==> config.mk <==
export PLATFORM = sky130hd
export DESIGN_NAME = fpcc_unit
export DESIGN_NICKNAME = d
export VERILOG_FILES = /design/src/hdl/fpcc_pkg.sv /design/src/hdl/fpcc_unit.sv
export SDC_FILE = /design/constraint.sdc
export NUM_CORES = 1
export LEC_CHECK = 0
export BUFFER_PORTS_ARGS = -buffer_cell sky130_fd_sc_hd__buf_2
export CORE_AREA = 3 3 230 232
export DETAILED_ROUTE_END_ITERATION = 6
export DIE_AREA = 0 0 233 235
export SETUP_SLACK_MARGIN = 0.1
export SLEW_MARGIN = 20
export SYNTH_ARGS = -nofsm -noshare
export SYNTH_HDL_FRONTEND = slang
export SYNTH_SLANG_ARGS = --single-unit
==> constraint.sdc <==
create_clock -name I_REF_CLK -period 12.29 [get_ports I_REF_CLK]
set_input_delay 1.229 -clock I_REF_CLK [delete_from_list [all_inputs] [get_ports I_REF_CLK]]
set_output_delay 1.229 -clock I_REF_CLK [all_outputs]
set_load 0.02 [all_outputs]
==> src/hdl/fpcc_pkg.sv <==
package fpcc_pkg;

   // operations accepted at issue
   typedef enum logic [2:0] {
      OP_NONE,
      OP_CMP_DOUBLE,
      OP_CMP_SINGLE,
      OP_CMP_UNSIGNED,
      OP_DOUBLE_TO_INT,
      OP_DOUBLE_TO_SINGLE
   } fpcc_op_t;

   // status flags reported with each written result
   typedef struct packed {
      logic       unordered;
      logic       invalid_op;
      logic       inexact;
      logic       overflow;
      logic       underflow;
      logic       src2_denormal;
      logic       src2_nan;
      logic       infinity_out;
      logic [1:0] operand_nan;
      logic [1:0] operand_denormal;
   } fpcc_flags_t;

   typedef struct packed {
      logic        we;
      logic [31:0] dst;
      fpcc_flags_t flags;
   } fpcc_result_t;

   localparam int CNV_DELAY_SLOTS = 3;

   // whole state of the unit
   typedef struct packed {
      logic                               dp_pend;
      logic                               dp_cond;
      logic [31:0]                        lo1;
      logic [31:0]                        lo2;
      fpcc_result_t                       cmp;
      fpcc_result_t [CNV_DELAY_SLOTS-1:0] pipe;
      fpcc_result_t                       cnv;
   } fpcc_state_t;

   // rounding mode field of the adder configuration register
   localparam logic [1:0] RM_NEAREST = 2'h0;
   localparam logic [1:0] RM_ZERO    = 2'h1;
   localparam logic [1:0] RM_PINF    = 2'h2;
   localparam logic [1:0] RM_NINF    = 2'h3;

   // opfields of the unsigned compare
   localparam logic [6:0] OPF_REG_REG   = 7'h5F;
   localparam logic [6:0] OPF_CST_REG   = 7'h5E;
   localparam logic [6:0] OPF_REG_LONG  = 7'h5D;
   localparam logic [6:0] OPF_CST_LONG  = 7'h5C;

   localparam logic [31:0] SAT_POS          = 32'h7FFF_FFFF;
   localparam logic [31:0] SAT_NEG          = 32'h8000_0000;
   localparam logic [31:0] QUIET_NAN_RESULT = 32'h7FFF_FFFF;
   localparam logic [30:0] SP_INF_MAG       = 31'h7F80_0000;
   localparam logic [30:0] LARGEST_SINGLE_MAGNITUDE  = 31'h7F7F_FFFF;
   localparam logic [30:0] SMALLEST_SINGLE_MAGNITUDE = 31'h0080_0000;

   localparam logic signed [12:0] DP_BIAS    = 13'sh03FF;
   localparam logic signed [12:0] SP_BIAS    = 13'sh007F;
   localparam logic signed [12:0] INT_MAX_UE = 13'sh001F;
   localparam logic signed [12:0] SP_MAX_UE  = 13'sh007F;
   localparam logic signed [12:0] SP_MIN_UE  = -13'sh007E;
   localparam logic [8:0]         SP_MAX_EXP = 9'h0FE;

endpackage

==> src/hdl/fpcc_unit.sv <==
`timescale 1ns/1ps
// Function
// - float compares set only unordered, invalid, operand NaN and denormal flags
// - double compare reads low halves E1, high halves E2, writes in E2
// - single compare reads and writes in one stage, no delay slots
// - unsigned compare writes 1 when src1 below src2, else 0
// - unsigned compare operand forms chosen by opfield 5F down to 5C
// - double to int takes high word on src2, low word on src1, one cycle
// - double to int NaN gives saturated integer and invalid flag
// - double to int infinity or out of range gives signed saturation, inexact, overflow
// - double to int denormal gives zero, inexact, src2 denormal
// - both conversions flag inexact whenever rounding happened
// - double to int reads in E1, writes in E4, three delay slots
// - double to single overflow result chosen by rounding mode and sign
// - underflow sets inexact, underflow; signed zero or smallest by mode
// - double to int rounds by adder configuration rounding mode
module fpcc_unit (
   // clock, reset, enable
   input  wire logic                   I_REF_CLK,
   input  wire logic                   I_NRST,
   input  wire logic                   I_CE,
   // issue
   input  wire logic                   I_ISSUE,
   input  wire fpcc_pkg::fpcc_op_t     I_OP,
   input  wire logic                   I_COND,
   input  wire logic [6:0]             I_OPFIELD,
   // operands and configuration
   input  wire logic [31:0]            I_SRC1,
   input  wire logic [31:0]            I_SRC2,
   input  wire logic [7:0]             I_SRC2_HI,
   input  wire logic [1:0]             I_RMODE,
   // results
   output fpcc_pkg::fpcc_result_t      O_CMP_RES,
   output fpcc_pkg::fpcc_result_t      O_CNV_RES,
   output logic                        O_BUSY
);

   fpcc_pkg::fpcc_state_t st;
   fpcc_pkg::fpcc_state_t next_st;

   ////////////////////////////////////////////////////////////////////////
   function automatic logic is_nan(input logic [63:0] x, input logic dbl);
      return dbl ? (&x[62:52] && |x[51:0]) : (&x[30:23] && |x[22:0]);
   endfunction

   function automatic logic is_den(input logic [63:0] x, input logic dbl);
      return dbl ? (~|x[62:52] && |x[51:0]) : (~|x[30:23] && |x[22:0]);
   endfunction

   // magnitude with denormals flushed to zero
   function automatic logic [62:0] mag(input logic [63:0] x,
                                       input logic dbl);
      if (is_den(x, dbl))
         return 63'h0;
      return dbl ? x[62:0] : {32'h0, x[30:0]};
   endfunction

   function automatic logic rnd_inc(input logic [1:0] rm, input logic s,
                                    input logic lsb, input logic g,
                                    input logic sticky);
      case (rm)
         fpcc_pkg::RM_NEAREST: return g & (sticky | lsb);
         fpcc_pkg::RM_PINF:    return ~s & (g | sticky);
         fpcc_pkg::RM_NINF:    return s & (g | sticky);
         default:              return 1'b0;
      endcase
   endfunction

   ////////////////////////////////////////////////////////////////////////
   function automatic fpcc_pkg::fpcc_result_t cmp_fp(input logic [63:0] a,
                                                     input logic [63:0] b,
                                                     input logic dbl);
      fpcc_pkg::fpcc_result_t r;
      logic [1:0]  nan;
      logic        sa;
      logic        sb;
      logic [62:0] ma;
      logic [62:0] mb;
      logic        lt;
      r   = '0;
      nan = {is_nan(b, dbl), is_nan(a, dbl)};
      sa  = dbl ? a[63] : a[31];
      sb  = dbl ? b[63] : b[31];
      ma  = mag(a, dbl);
      mb  = mag(b, dbl);
      if (~|ma && ~|mb)
         lt = 1'b0;
      else if (sa != sb)
         lt = sa;
      else
         lt = sa ? (ma > mb) : (ma < mb);
      r.dst                    = {31'h0, lt & ~|nan};
      r.flags.unordered        = |nan;
      r.flags.invalid_op       = |nan;
      r.flags.operand_nan      = nan;
      r.flags.operand_denormal = {is_den(b, dbl), is_den(a, dbl)};
      return r;
   endfunction

   ////////////////////////////////////////////////////////////////////////
   function automatic fpcc_pkg::fpcc_result_t cvt_int(input logic [63:0] x,
                                                      input logic [1:0] rm);
      fpcc_pkg::fpcc_result_t r;
      logic               s;
      logic signed [12:0] ue;
      logic [127:0]       w;
      logic [32:0]        q;
      logic [32:0]        m;
      logic               g;
      logic               sticky;
      r  = '0;
      s  = x[63];
      ue = $signed({2'h0, x[62:52]}) - fpcc_pkg::DP_BIAS;
      w  = '0;
      if (is_nan(x, 1'b1)) begin
         r.dst              = s ? fpcc_pkg::SAT_NEG : fpcc_pkg::SAT_POS;
         r.flags.invalid_op = 1'b1;
      end else if (&x[62:52] || ue > fpcc_pkg::INT_MAX_UE) begin
         r.dst              = s ? fpcc_pkg::SAT_NEG : fpcc_pkg::SAT_POS;
         r.flags.inexact    = 1'b1;
         r.flags.overflow   = 1'b1;
      end else if (~|x[62:52]) begin
         r.flags.inexact       = |x[51:0];
         r.flags.src2_denormal = |x[51:0];
      end else begin
         if (ue >= -13'sh0001) begin
            w = {64'h0, 1'b1, x[51:0], 11'h0} << 7'(ue + 13'sh0001);
            q = w[96:64];
            g = w[63];
            sticky = |w[62:0];
         end else begin
            q = 33'h0;
            g = 1'b0;
            sticky = 1'b1;
         end
         m = q + {32'h0, rnd_inc(rm, s, q[0], g, sticky)};
         if (s ? (m > 33'h0_8000_0000) : (m > 33'h0_7FFF_FFFF)) begin
            r.dst            = s ? fpcc_pkg::SAT_NEG : fpcc_pkg::SAT_POS;
            r.flags.inexact  = 1'b1;
            r.flags.overflow = 1'b1;
         end else begin
            r.dst           = s ? (32'h0 - m[31:0]) : m[31:0];
            r.flags.inexact = g | sticky;
         end
      end
      return r;
   endfunction

   ////////////////////////////////////////////////////////////////////////
   function automatic fpcc_pkg::fpcc_result_t cvt_sp(input logic [63:0] x,
                                                     input logic [1:0] rm);
      fpcc_pkg::fpcc_result_t r;
      logic               s;
      logic signed [12:0] ue;
      logic [24:0]        m;
      logic [8:0]         se;
      logic [22:0]        fr;
      logic               g;
      logic               sticky;
      logic               ovf;
      r   = '0;
      s   = x[63];
      ue  = $signed({2'h0, x[62:52]}) - fpcc_pkg::DP_BIAS;
      ovf = 1'b0;
      g   = x[28];
      sticky = |x[27:0];
      m   = {1'b0, 1'b1, x[51:29]} + {24'h0, rnd_inc(rm, s, x[29], g, sticky)};
      se  = 9'(ue + fpcc_pkg::SP_BIAS) + {8'h0, m[24]};
      fr  = m[24] ? m[23:1] : m[22:0];
      if (is_nan(x, 1'b1)) begin
         r.dst              = fpcc_pkg::QUIET_NAN_RESULT;
         r.flags.src2_nan   = 1'b1;
         r.flags.invalid_op = ~x[51];
      end else if (&x[62:52]) begin
         r.dst                = {s, fpcc_pkg::SP_INF_MAG};
         r.flags.infinity_out = 1'b1;
      end else if (~|x[62:52]) begin
         r.dst                 = {s, 31'h0};
         r.flags.inexact       = |x[51:0];
         r.flags.src2_denormal = |x[51:0];
      end else if (ue > fpcc_pkg::SP_MAX_UE) begin
         ovf = 1'b1;
      end else if (ue < fpcc_pkg::SP_MIN_UE) begin
         r.flags.inexact   = 1'b1;
         r.flags.underflow = 1'b1;
         r.dst = {s, 31'h0};
         if ((rm == fpcc_pkg::RM_PINF && !s) || (rm == fpcc_pkg::RM_NINF && s))
            r.dst = {s, fpcc_pkg::SMALLEST_SINGLE_MAGNITUDE};
      end else if (se > fpcc_pkg::SP_MAX_EXP) begin
         ovf = 1'b1;
      end else begin
         r.dst           = {s, se[7:0], fr};
         r.flags.inexact = g | sticky;
      end
      if (ovf) begin
         r.flags.inexact  = 1'b1;
         r.flags.overflow = 1'b1;
         case (rm)
            fpcc_pkg::RM_ZERO:
               r.dst = {s, fpcc_pkg::LARGEST_SINGLE_MAGNITUDE};
            fpcc_pkg::RM_PINF:
               r.dst = {s, s ? fpcc_pkg::LARGEST_SINGLE_MAGNITUDE
                             : fpcc_pkg::SP_INF_MAG};
            fpcc_pkg::RM_NINF:
               r.dst = {s, s ? fpcc_pkg::SP_INF_MAG
                             : fpcc_pkg::LARGEST_SINGLE_MAGNITUDE};
            default:
               r.dst = {s, fpcc_pkg::SP_INF_MAG};
         endcase
      end
      return r;
   endfunction

   ////////////////////////////////////////////////////////////////////////
   always_comb begin
      fpcc_pkg::fpcc_result_t r;
      logic [39:0]            ua;
      logic [39:0]            ub;
      logic                   uok;
      r  = '0;
      ua = {8'h0, I_SRC1};
      ub = {8'h0, I_SRC2};
      uok = 1'b1;
      next_st        = st;
      next_st.cmp.we = 1'b0;
      next_st.pipe   = {st.pipe[fpcc_pkg::CNV_DELAY_SLOTS-2:0], r};
      next_st.cnv    = st.pipe[fpcc_pkg::CNV_DELAY_SLOTS-1];
      if (st.dp_pend) begin
         // second stage: high halves on the source ports
         next_st.dp_pend = 1'b0;
         if (st.dp_cond) begin
            next_st.cmp = cmp_fp({I_SRC1, st.lo1}, {I_SRC2, st.lo2},
                                 1'b1);
            next_st.cmp.we = 1'b1;
         end
      end else if (I_ISSUE) begin
         case (I_OP)
            fpcc_pkg::OP_CMP_DOUBLE: begin
               next_st.dp_pend = 1'b1;
               next_st.dp_cond = I_COND;
               next_st.lo1     = I_SRC1;
               next_st.lo2     = I_SRC2;
            end
            fpcc_pkg::OP_CMP_SINGLE: begin
               if (I_COND) begin
                  next_st.cmp = cmp_fp({32'h0, I_SRC1}, {32'h0, I_SRC2},
                                       1'b0);
                  next_st.cmp.we = 1'b1;
               end
            end
            fpcc_pkg::OP_CMP_UNSIGNED: begin
               case (I_OPFIELD)
                  fpcc_pkg::OPF_REG_REG: ;
                  fpcc_pkg::OPF_CST_REG:
                     ua = {36'h0, I_SRC1[3:0]};
                  fpcc_pkg::OPF_REG_LONG:
                     ub = {I_SRC2_HI, I_SRC2};
                  fpcc_pkg::OPF_CST_LONG: begin
                     ua = {36'h0, I_SRC1[3:0]};
                     ub = {I_SRC2_HI, I_SRC2};
                  end
                  default:
                     uok = 1'b0;
               endcase
               if (I_COND && uok) begin
                  next_st.cmp     = '0;
                  next_st.cmp.dst = {31'h0, ua < ub};
                  next_st.cmp.we  = 1'b1;
               end
            end
            fpcc_pkg::OP_DOUBLE_TO_INT: begin
               r    = cvt_int({I_SRC2, I_SRC1}, I_RMODE);
               r.we = I_COND;
               next_st.pipe[0] = r;
            end
            fpcc_pkg::OP_DOUBLE_TO_SINGLE: begin
               r    = cvt_sp({I_SRC2, I_SRC1}, I_RMODE);
               r.we = I_COND;
               next_st.pipe[0] = r;
            end
            default: ;
         endcase
      end
   end

   always_ff @(posedge I_REF_CLK or negedge I_NRST) begin
      if (!I_NRST)
         st <= '0;
      else if (I_CE)
         st <= next_st;
   end

   assign O_CMP_RES = st.cmp;
   assign O_CNV_RES = st.cnv;
   assign O_BUSY    = st.dp_pend;

endmodule

# Word-level counts from Yosys, hierarchy flattened
# Cells that the tools add are included.
totals:
  register_bits: 291
  inputBits: 89
  out_inout_bits: 91
  elab_cells: 327
classes:
  add_sub_neg: 7
  order_cmp: 12
  n_eq_ne: 16
  shift: 1
  muxes: 156
  n_bitwise: 15
  n_reduce_logical: 56
ops:
  columns: ["op", "n"]
  rows:
  - ["$mux 63", 20]
  - ["$mux 32", 14]
  - ["$reduce_or 63->1", 5]
  - ["$mux 40", 7]
  - ["$mux 45", 6]
  - ["$mux 33", 7]
  - ["$pmux 45 s2", 2]
  - ["$reduce_or 52->1", 3]
  - ["$gt 63x63->1", 2]
  - ["$lt 63x63->1", 2]
  - ["$mux 111", 1]
  - ["$shl 64x7->97", 1]
  - ["$mux 1", 86]
  - ["$mux 24", 3]
  - ["$pmux 24 s3", 1]
  - ["$mux 66", 1]
  - ["$reduce_or 23->1", 2]
  - ["$lt 40x40->1", 1]
  - ["$add 33x1->33", 1]
  - ["$gt 33x31->1 const B", 1]
  - ["$gt 33x32->1 const B", 1]
  - ["$sub 1x32->32 const A", 1]
  - ["$eq 7x7->1 const B", 4]
  - ["$reduce_or 28->1", 1]
  - ["other kinds (38)", 90]

# Logic depth before layout (Yosys ltp)
# Gate-level depths: netlist of run 1.
depth:
  depth_word: 30
  mapped_depth: 41
  depth_no_buf: 37

# Worst setup path before layout of run 1
# OpenSTA, ideal clock, no wires.
synth_timing:
  kind: "in2reg"
  from: "in I_SRC2[20]"
  to: "reg st (netlist bit next_st[113])"
  setup_time_ns: 0.135
  t_arrival_ns: 8.767
  required_time_ns: 12.155
  path_slack_ns: 3.388
  cell_stages: 38
  path_buffers: 12
  path_cell_list: "buf_4 -> buf_4 -> buf_4 -> buf_2 -> inv_1 -> ha_1 -> clkbuf_1 -> and4bb_2 -> or4_1 -> buf_2 -> nand2_2 -> buf_4 -> buf_4 -> clkbuf_1 -> clkbuf_1 -> o2111ai_1 -> nor4_1 -> a41oi_1 -> [... 2 more ...] -> a21oi_1 -> a21oi_1 -> nor2_1 -> nor3b_1 -> ha_1 -> ha_1 -> clkbuf_1 -> nand4_1 -> nor4_1 -> mux2i_1 -> or3b_4 -> nor4b_4 -> nand4_4 -> o41ai_4 -> buf_4 -> nand3_1 -> a21oi_1 -> o31ai_1"
synth_between:
  elab_chain_len: 30
  elab_cells_between_ends: 77
  cone_classes: "6 x add/sub; 7 x order compare; 1 x shift; 53 x mux; 5 x bitwise; 5 x reduce/logical"
synth_lines:
  columns: ["element", "line", "rtl"]
  rows:
  - ["start: declaration", "fpcc_unit.sv:29", "input wire logic [31:0] I_SRC2,"]
  - ["$sub 11x10->12", "fpcc_unit.sv:113, fpcc_unit.sv:163", null]
  - ["$add 7x2->7", "fpcc_unit.sv:127", "w = {64'h0, 1'b1, x[51:0], 11'h0} << 7'(ue + 13'sh0001);"]
  - ["$shl 64x7->97", "fpcc_unit.sv:127", null]
  - ["$reduce_or 63->1", "fpcc_unit.sv:130", "sticky = |w[62:0];"]
  - ["$mux 1", "fpcc_unit.sv:126", "if (ue >= -13'sh0001) begin"]
  - ["$mux 1", "fpcc_unit.sv:122", "end else if (~|x[62:52]) begin"]
  - ["$mux 1", "fpcc_unit.sv:118", "end else if (&x[62:52] || ue > fpcc_pkg::INT_MAX_UE) begin"]
  - ["$mux 1", "fpcc_unit.sv:115", "if (is_nan(x, 1'b1)) begin"]
  - ["[... 14 more ...]", null, null]
  - ["$mux 32 or $mux 1 (tied branches)", "fpcc_unit.sv:142, fpcc_unit.sv:137", null]
  - ["$mux 32", "fpcc_unit.sv:137", "if (s ? (m > 33'h0_8000_0000) : (m > 33'h0_7FFF_FFFF)) begin"]
  - ["$mux 32", "fpcc_unit.sv:122", null]
  - ["$mux 32", "fpcc_unit.sv:118", null]
  - ["$mux 32", "fpcc_unit.sv:115", null]
  - ["$pmux 45 s2 *", "fpcc_unit.sv:237", "case (I_OP)"]
  - ["$mux 45 *", "fpcc_unit.sv:236", "end else if (I_ISSUE) begin"]
  - ["$mux 45 *", "fpcc_unit.sv:228", "if (st.dp_pend) begin"]
  - ["end signal: assignment", "fpcc_unit.sv:290", "st <= next_st;"]
  - ["end: declaration", "fpcc_unit.sv:38", "fpcc_pkg::fpcc_state_t st;"]
# Every way passes the cells marked *; elsewhere a longest branch is shown, timed or not. The select of a mux whose other input is x is not followed.
# A chain may end at the register's enable or synchronous reset.

# Worst setup path after layout of run 1
layout_timing:
  from: "in I_SRC2[21]"
  to: "reg st (netlist bit next_st[98])"
layout_between:
  elab_chain_len: 30
  elab_cells_between_ends: 69
  cone_classes: "5 x add/sub; 7 x order compare; 1 x shift; 46 x mux; 5 x bitwise; 5 x reduce/logical"
layout_lines:
  columns: ["element", "line"]
  rows:
  - ["$sub 11x10->12", "fpcc_unit.sv:113, fpcc_unit.sv:163"]
  - ["$add 7x2->7", "fpcc_unit.sv:127"]
  - ["$shl 64x7->97", "fpcc_unit.sv:127"]
  - ["$reduce_or 63->1", "fpcc_unit.sv:130"]
  - ["$mux 1", "fpcc_unit.sv:126"]
  - ["$mux 1", "fpcc_unit.sv:122"]
  - ["$mux 1", "fpcc_unit.sv:118"]
  - ["$mux 1", "fpcc_unit.sv:115"]
  - ["[... 13 more ...]", null]
  - ["$gt 33x31->1 or $gt 33x32->1 (tied branches)", "fpcc_unit.sv:137"]
  - ["$mux 1 (2 in a row)", "fpcc_unit.sv:137"]
  - ["$mux 1", "fpcc_unit.sv:122"]
  - ["$mux 2", "fpcc_unit.sv:118"]
  - ["$mux 2", "fpcc_unit.sv:115"]
  - ["$pmux 45 s2 *", "fpcc_unit.sv:237"]
  - ["$mux 45 *", "fpcc_unit.sv:236"]
  - ["$mux 45 *", "fpcc_unit.sv:228"]
# Marked as above.

==> results of run 1 <==
## flip-flops by register name, indices dropped and copies added (netlist names)
name       cells
O_CNV_RES     40
O_BUSY         1
st            65
next_st      120
O_CMP_RES      7
## layout by cell type, fill, tap and decap left out, types with 27 or more instances in the layout
cell and instances:
buf_4 39, xnor2_1 65, nor4_1 58, ha_1 136, a21oi_1 118, nor2b_1 131
mux2_2 170, nand2b_1 33, nand4_1 70, dfrtp_1 233, mux4_2 59, a221oi_1 35
inv_1 65, nand2_1 213, mux2i_1 47, a21o_1 27, nor3_1 71, nor2_1 166
buf_2 134, conb_1 42, and3_1 27, nand3_1 60, o21ai_0 156
## layer usage
metal	GRT usage	up-vias	part of all wire
met3	0.0723	202	0.10
met5	0	-	0.00025
met4	0.105	4	0.038
met2	0.466	1071	0.44
met1	0.407	10300	0.42
li1	-	9463	-
## worst reg2reg max path: cells and delay by family (launching register included)
kind                     cells  cell delay [ns]
AO/OA/AOI/OAI               10             1.95
adder cells (fa/ha/maj)      1             0.25
buffers and inverters        1             0.50
flip-flops                   1             0.40
AND/OR/NAND/NOR             10             2.48
## final timing paths
| kind | to | slack (ns) | cells past startpoint |
|---|---|---|---|
| min in group asynchronous | O_CNV_RES[43] | 0.71 | 1 |
| worst max register to register | O_CMP_RES[12] | 6.60 | 22 |
| max in group asynchronous | next_st[151] | 10.35 | 2 |
| worst min register to register | O_CMP_RES[2] | 0.49 | 2 |
| worst min-delay path | O_CMP_RES[2] | 0.49 | 2 |
| worst max-delay path | next_st[98] | 2.34 | 28 |
## power groups by stage
stage / Combinational [W] / Sequential, W / Clock [W]
after global placement: 0.00110 / 0.000928 / 0
after detailed placement: 0.00112 / 0.000932 / 0
final: 0.00115 / 0.000920 / 0.000827
after global routing: 0.00124 / 0.000930 / 0.000878
after floorplan: 0.000810 / 0.000905 / 0
after CTS: 0.00112 / 0.000919 / 0.000848
## final cells by class
class | count | area (sq um)
multi-input combinational | 2078 | 15400
clock inverter | 10 | 199
sequential | 233 | 5830
timing repair buffer | 177 | 1020
tap | 680 | 851
inverter | 68 | 255
clock buffer | 35 | 724
antenna | 6 | 15.0
fill | 4967 | 26900
## through the flow
| stage | util | std cells |
|---|---|---|
| floorplan | - | 2668 |
| detailed placement | 0.457 | 3236 |
| global placement | 0.457 | 3236 |
| global route | 0.475 | 3282 |
| finish | 0.476 | 3287 |
| CTS | 0.475 | 3281 |
## cells by family after synthesis
logic type / after synthesis / synth area share
buffers and inverters: 357 / 0.0787
xor gates and xnor gates: 89 / 0.0366
muxes: 276 / 0.162
DFF: 233 / 0.255
AOI/OAI and AO/OA: 568 / 0.165
and+or+nand+nor: 966 / 0.228
other: 1 / 0.000164
adders and majority gates: 137 / 0.0749
==> results.sh, run 1 <==
export IMPL_status="finished, final reports clean"
export IMPL_powerDensity_nw_per_um2=119
export IMPL_drtAntennaViolNets=0
export IMPL_synth_cells=2627
export IMPL_core_area_sq_um=51200
export IMPL_die_width_microns=233
export IMPL_relSlewSlack=0.212
export IMPL_cts_resized=0
export IMPL_combPwrFrac=0.397
export IMPL_yosysUniqueCellTypes=112
export IMPL_hp_class="reg2reg"
export IMPL_max_stage_delay_ns=0.87
export IMPL_grt_pass1_wl_microns=128000
export IMPL_path_class="in2reg"
export IMPL_critPathSlowestCell="xnor3_2"
export IMPL_r2r_start="st[226]"
export IMPL_p_sw_w=0.00110
export IMPL_worstSkewPairLatency_ns=0.55
export IMPL_grt_use_total=0.300
export IMPL_antenna_found_initial=5
export IMPL_synth_seq_area_share=0.255
export IMPL_critPathLaunchType="input port"
export IMPL_async_reset_ff_frac=1.00
export IMPL_cts_sinks=233
export IMPL_num_vias=21000
export IMPL_cts_buffers=26
export IMPL_endpoint_kind="register"
export IMPL_setup_tns_ns=0
export IMPL_drtIter0Drc=2064
export IMPL_syn_to_final_growth_pct=6.38
export IMPL_cp_max_fo=32
export IMPL_finalCriticalPeriod_ns=9.95
export IMPL_root_buffer="clkbuf_16"
export IMPL_syn_avg_cell_area_sq_um=8.71
export IMPL_gp_congestion=1.06
export IMPL_finalNetCount=2810
export IMPL_drive_gt1_frac=0.199
export IMPL_clock_skew_ns=0.0284
export IMPL_slew_violations=0
export IMPL_power_w=0.00290
export IMPL_fin_crit_sh=0.810
export IMPL_place_area_sq_um=23400
export IMPL_yosys_most_used_dff="dfrtp_1"
export IMPL_ctsLongestPathBuffers=3
export IMPL_rsz0062_at_grt="false"
export IMPL_ios=180
export IMPL_grt_max_degree=99
export IMPL_post_dp_hpwl_microns=65400
export IMPL_power_share_clock=0.285
export IMPL_post_place_ws_ns=2.07
export IMPL_min_delay_start="O_CMP_RES[2]"
export IMPL_globalRouteOverflowTotal=0
export IMPL_fp_dieArea_sq_um=54800
export IMPL_required_ns=12.69
export IMPL_die_y_microns=235
export IMPL_netlist_top_cells_count="233 x dfrtp_1, 213 x nand2_1, 170 x mux2_2"
export IMPL_drc_errors=0
export IMPL_path_clk_slew_ns=0.06
export IMPL_setup_viol=0
export IMPL_p_int_w=0.00180
export IMPL_wl_per_cell_microns=25.7
export IMPL_hold_ws_ns=0.488
export IMPL_yosysMostFrequentCell="dfrtp_1"
export IMPL_max_freq_mhz=101
export IMPL_fin_ws_ns=2.34
export IMPL_switching_share=0.379
export IMPL_post_cts_buffers=0
export IMPL_ys_top_cells_by_area="dfrtp_1 25%, mux2_2 8.4%, ha_1 7.5%"
export IMPL_vdd_drop_max_uv=84.8
export IMPL_ys_seq_elements=233
export IMPL_firstDrtPassIters=5
export IMPL_rows=83
export IMPL_worst_slew_pin_slew_ns=1.18
export IMPL_pwr_share_seq=0.318
export IMPL_hold_buffers=0
export IMPL_worst_path_buf_inv=2
export IMPL_synth_largest_area_cell="dfrtp_1"
export IMPL_p_leak_nw=10.7
export IMPL_io_buffers=137
export IMPL_yosysTopAreaCellShare=0.255
export IMPL_synth_area_sq_um=22900
export IMPL_wl_microns=84500
export IMPL_synth_edf_count=0
export IMPL_initial_core_util=0.447
export IMPL_worstPathArrival_ns=10.35
export IMPL_cts_tree="yes"
export IMPL_htreeDepth=1
export IMPL_startpoint="I_SRC2[21]"
export IMPL_yosys_warnings=0
export IMPL_grt_pass1_vias=20400
export IMPL_cp_top_family="compound AO/OA/AOI/OAI gates"
export IMPL_via_per_inst=6.40
export IMPL_hold_violations=0
export IMPL_final_cell_area_sq_um=24300
export IMPL_cap_violations=0
Note: power is estimated with default switching activity, not from simulation.
==> inputs of run 2 (changes only) <==
clock period = 9.05 ns   (was 12.29 ns; I/O delays follow)
==> results.sh, run 2 (synthesis gave the netlist of run 1 again) <==
export IMPL_globalRouteOverflowTotal=0
export IMPL_powerDensity_nw_per_um2=162
export IMPL_gp_congestion=0.977
export IMPL_syn_to_final_growth_pct=8.55
export IMPL_ios=180
export IMPL_p_int_w=0.00244
export IMPL_post_dp_hpwl_microns=71000
export IMPL_initial_core_util=0.447
export IMPL_worstPathArrival_ns=8.76
export IMPL_drive_gt1_frac=0.220
export IMPL_antenna_found_initial=5
export IMPL_grt_use_total=0.325
export IMPL_max_freq_mhz=120
export IMPL_slew_violations=0
export IMPL_reg2reg_to="O_CMP_RES[12]"
export IMPL_firstDrtPassIters=6
export IMPL_worstSkewPairLatency_ns=0.57
export IMPL_rows=83
export IMPL_die_y_microns=235
export IMPL_cts_tree="yes"
export IMPL_grt_max_degree=99
export IMPL_ctsLongestPathBuffers=3
export IMPL_fp_dieArea_sq_um=54800
export IMPL_power_share_clock=0.278
export IMPL_io_buffers=137
export IMPL_cts_buffers=27
export IMPL_cts_sinks=233
export IMPL_path_clk_slew_ns=0.06
export IMPL_drtIter0Drc=2376
export IMPL_setup_viol=0
export IMPL_root_buffer="clkbuf_16"
export IMPL_relSlewSlack=0.320
export IMPL_required_ns=9.46
export IMPL_drtAntennaViolNets=0
export IMPL_clock_skew_ns=0.0321
export IMPL_wl_per_cell_microns=27.3
export IMPL_endpoint_kind="register"
export IMPL_p_sw_w=0.00158
export IMPL_largest_register_ffs=120
export IMPL_cap_violations=0
export IMPL_critPathSlowestCell="a2111oi_0"
export IMPL_hold_buffers=0
export IMPL_hold_violations=0
export IMPL_grt_pass1_vias=20600
export IMPL_reg2reg_slack_ns=3.40
export IMPL_drc_errors=0
export IMPL_fin_crit_sh=0.923
export IMPL_final_util=0.485
export IMPL_pwr_share_seq=0.311
export IMPL_r2r_cells=22
export IMPL_status="finished, final reports clean"
export IMPL_cp_max_fo=13
export IMPL_combPwrFrac=0.410
export IMPL_hp_class="in2async"
export IMPL_hold_ws_ns=0.335
export IMPL_max_stage_delay_ns=0.62
export IMPL_grt_pass1_wl_microns=136000
export IMPL_vdd_drop_max_uv=153
export IMPL_finalCriticalPeriod_ns=8.35
export IMPL_die_width_microns=233
export IMPL_num_vias=21500
export IMPL_crit_top_cell="nand2_1"
export IMPL_via_per_inst=6.41
export IMPL_switching_share=0.393
export IMPL_htreeDepth=1
export IMPL_worst_slew_pin_slew_ns=1.01
export IMPL_layout_common_cells="233 x dfrtp_1, 213 x nand2_1, 170 x mux2_2"
export IMPL_finalNetCount=2871
export IMPL_p_leak_nw=11.1
export IMPL_r2r_start="st[251]"
export IMPL_path_class="in2reg"
export IMPL_rsz0062_at_grt="false"
export IMPL_final_common_cell="dfrtp_1"
export IMPL_wl_microns=91400
export IMPL_critPathLaunchType="input port"
export IMPL_core_area_sq_um=51200
[run 2: cell types whose count changed in the layout (fill, tap and decap cells not counted), moves of 2 or more]
cell       previous run  this run
buf_4                39        97
clkinv_2              0         7
diode_2               6         2
buf_12                1         4
buf_6                 2         0
bufinv_16             5         3
clkbuf_1              5         3
[run 2: through the flow]
step | setup TNS [ns] | instances | instance area (sq um) | worst slack [ns] | total power (W)
floorplan | 0 | 2668 | 23000 | 0.472 | 0.00233
finish | 0 | 3346 | 24800 | 0.701 | 0.00402
detailed placement | 0 | 3295 | 23900 | 0.00206 | 0.00288
global placement | -0.230 | 3295 | 23900 | -0.0713 | 0.00287
global route | 0 | 3344 | 24800 | 0.187 | 0.00422
CTS | 0 | 3343 | 24800 | 0.536 | 0.00401
[run 2: layout make-up]
type | instances | area [sq um]
diodes | 2 | 5.00
well taps | 680 | 851
clock buffers | 33 | 728
fillers | 4903 | 26400
repair buffers | 237 | 1520
multi-input cells | 2078 | 15500
inverters | 68 | 255
flip-flops and latches | 233 | 5830
clock inverters | 15 | 185
[run 2: repair_timing]
| action | 4_1_cts | 5_1_grt |
|---|---|---|
| resized for setup | 0 | 5 |
| setup buffers | 0 | 0 |
| setup endpoints to repair | 0 | 9 |
| hold endpoints to repair | 0 | 0 |
[run 2: power by group through the flow]
stage               clock network [W]  logic [W]  registers (W)
CTS                           0.00114    0.00162        0.00125
global route                  0.00118    0.00177        0.00126
global placement                    0    0.00161        0.00126
detailed placement                  0    0.00161        0.00127
finish                        0.00112    0.00165        0.00125
floorplan                           0    0.00110        0.00123
[run 2: worst max-delay path, delay by kind of cell]
family	cells	cell delay, ns
compound gates	9	2.48
buf+inv	1	0.18
xor+xnor	2	0.29
simple gates	22	4.16
fa+ha+maj	3	0.75
[run 2: worst max path at each step]
stage / slack [ns] / depth (start not counted) / from / endpoint
floorplan: 0.47 / 38 / I_SRC2[20] / next_st[113]
detailed placement: 0.002 / 39 / I_SRC1[11] / next_st[106]
global placement: -0.07 / 39 / I_SRC1[11] / next_st[116]
CTS: 0.54 / 39 / I_SRC1[11] / next_st[106]
global route: 0.19 / 37 / I_SRC1[11] / next_st[116]
finish: 0.70 / 37 / I_SRC1[7] / next_st[106]
[run 2: metal layers]
metal	GRT usage	vias up	wire length (microns)
li1	-	9608	-
met1	0.459	10600	39700
met2	0.511	1020	41200
met3	0.0566	198	7450
met4	0.0924	2	3000
met5	0	-	13
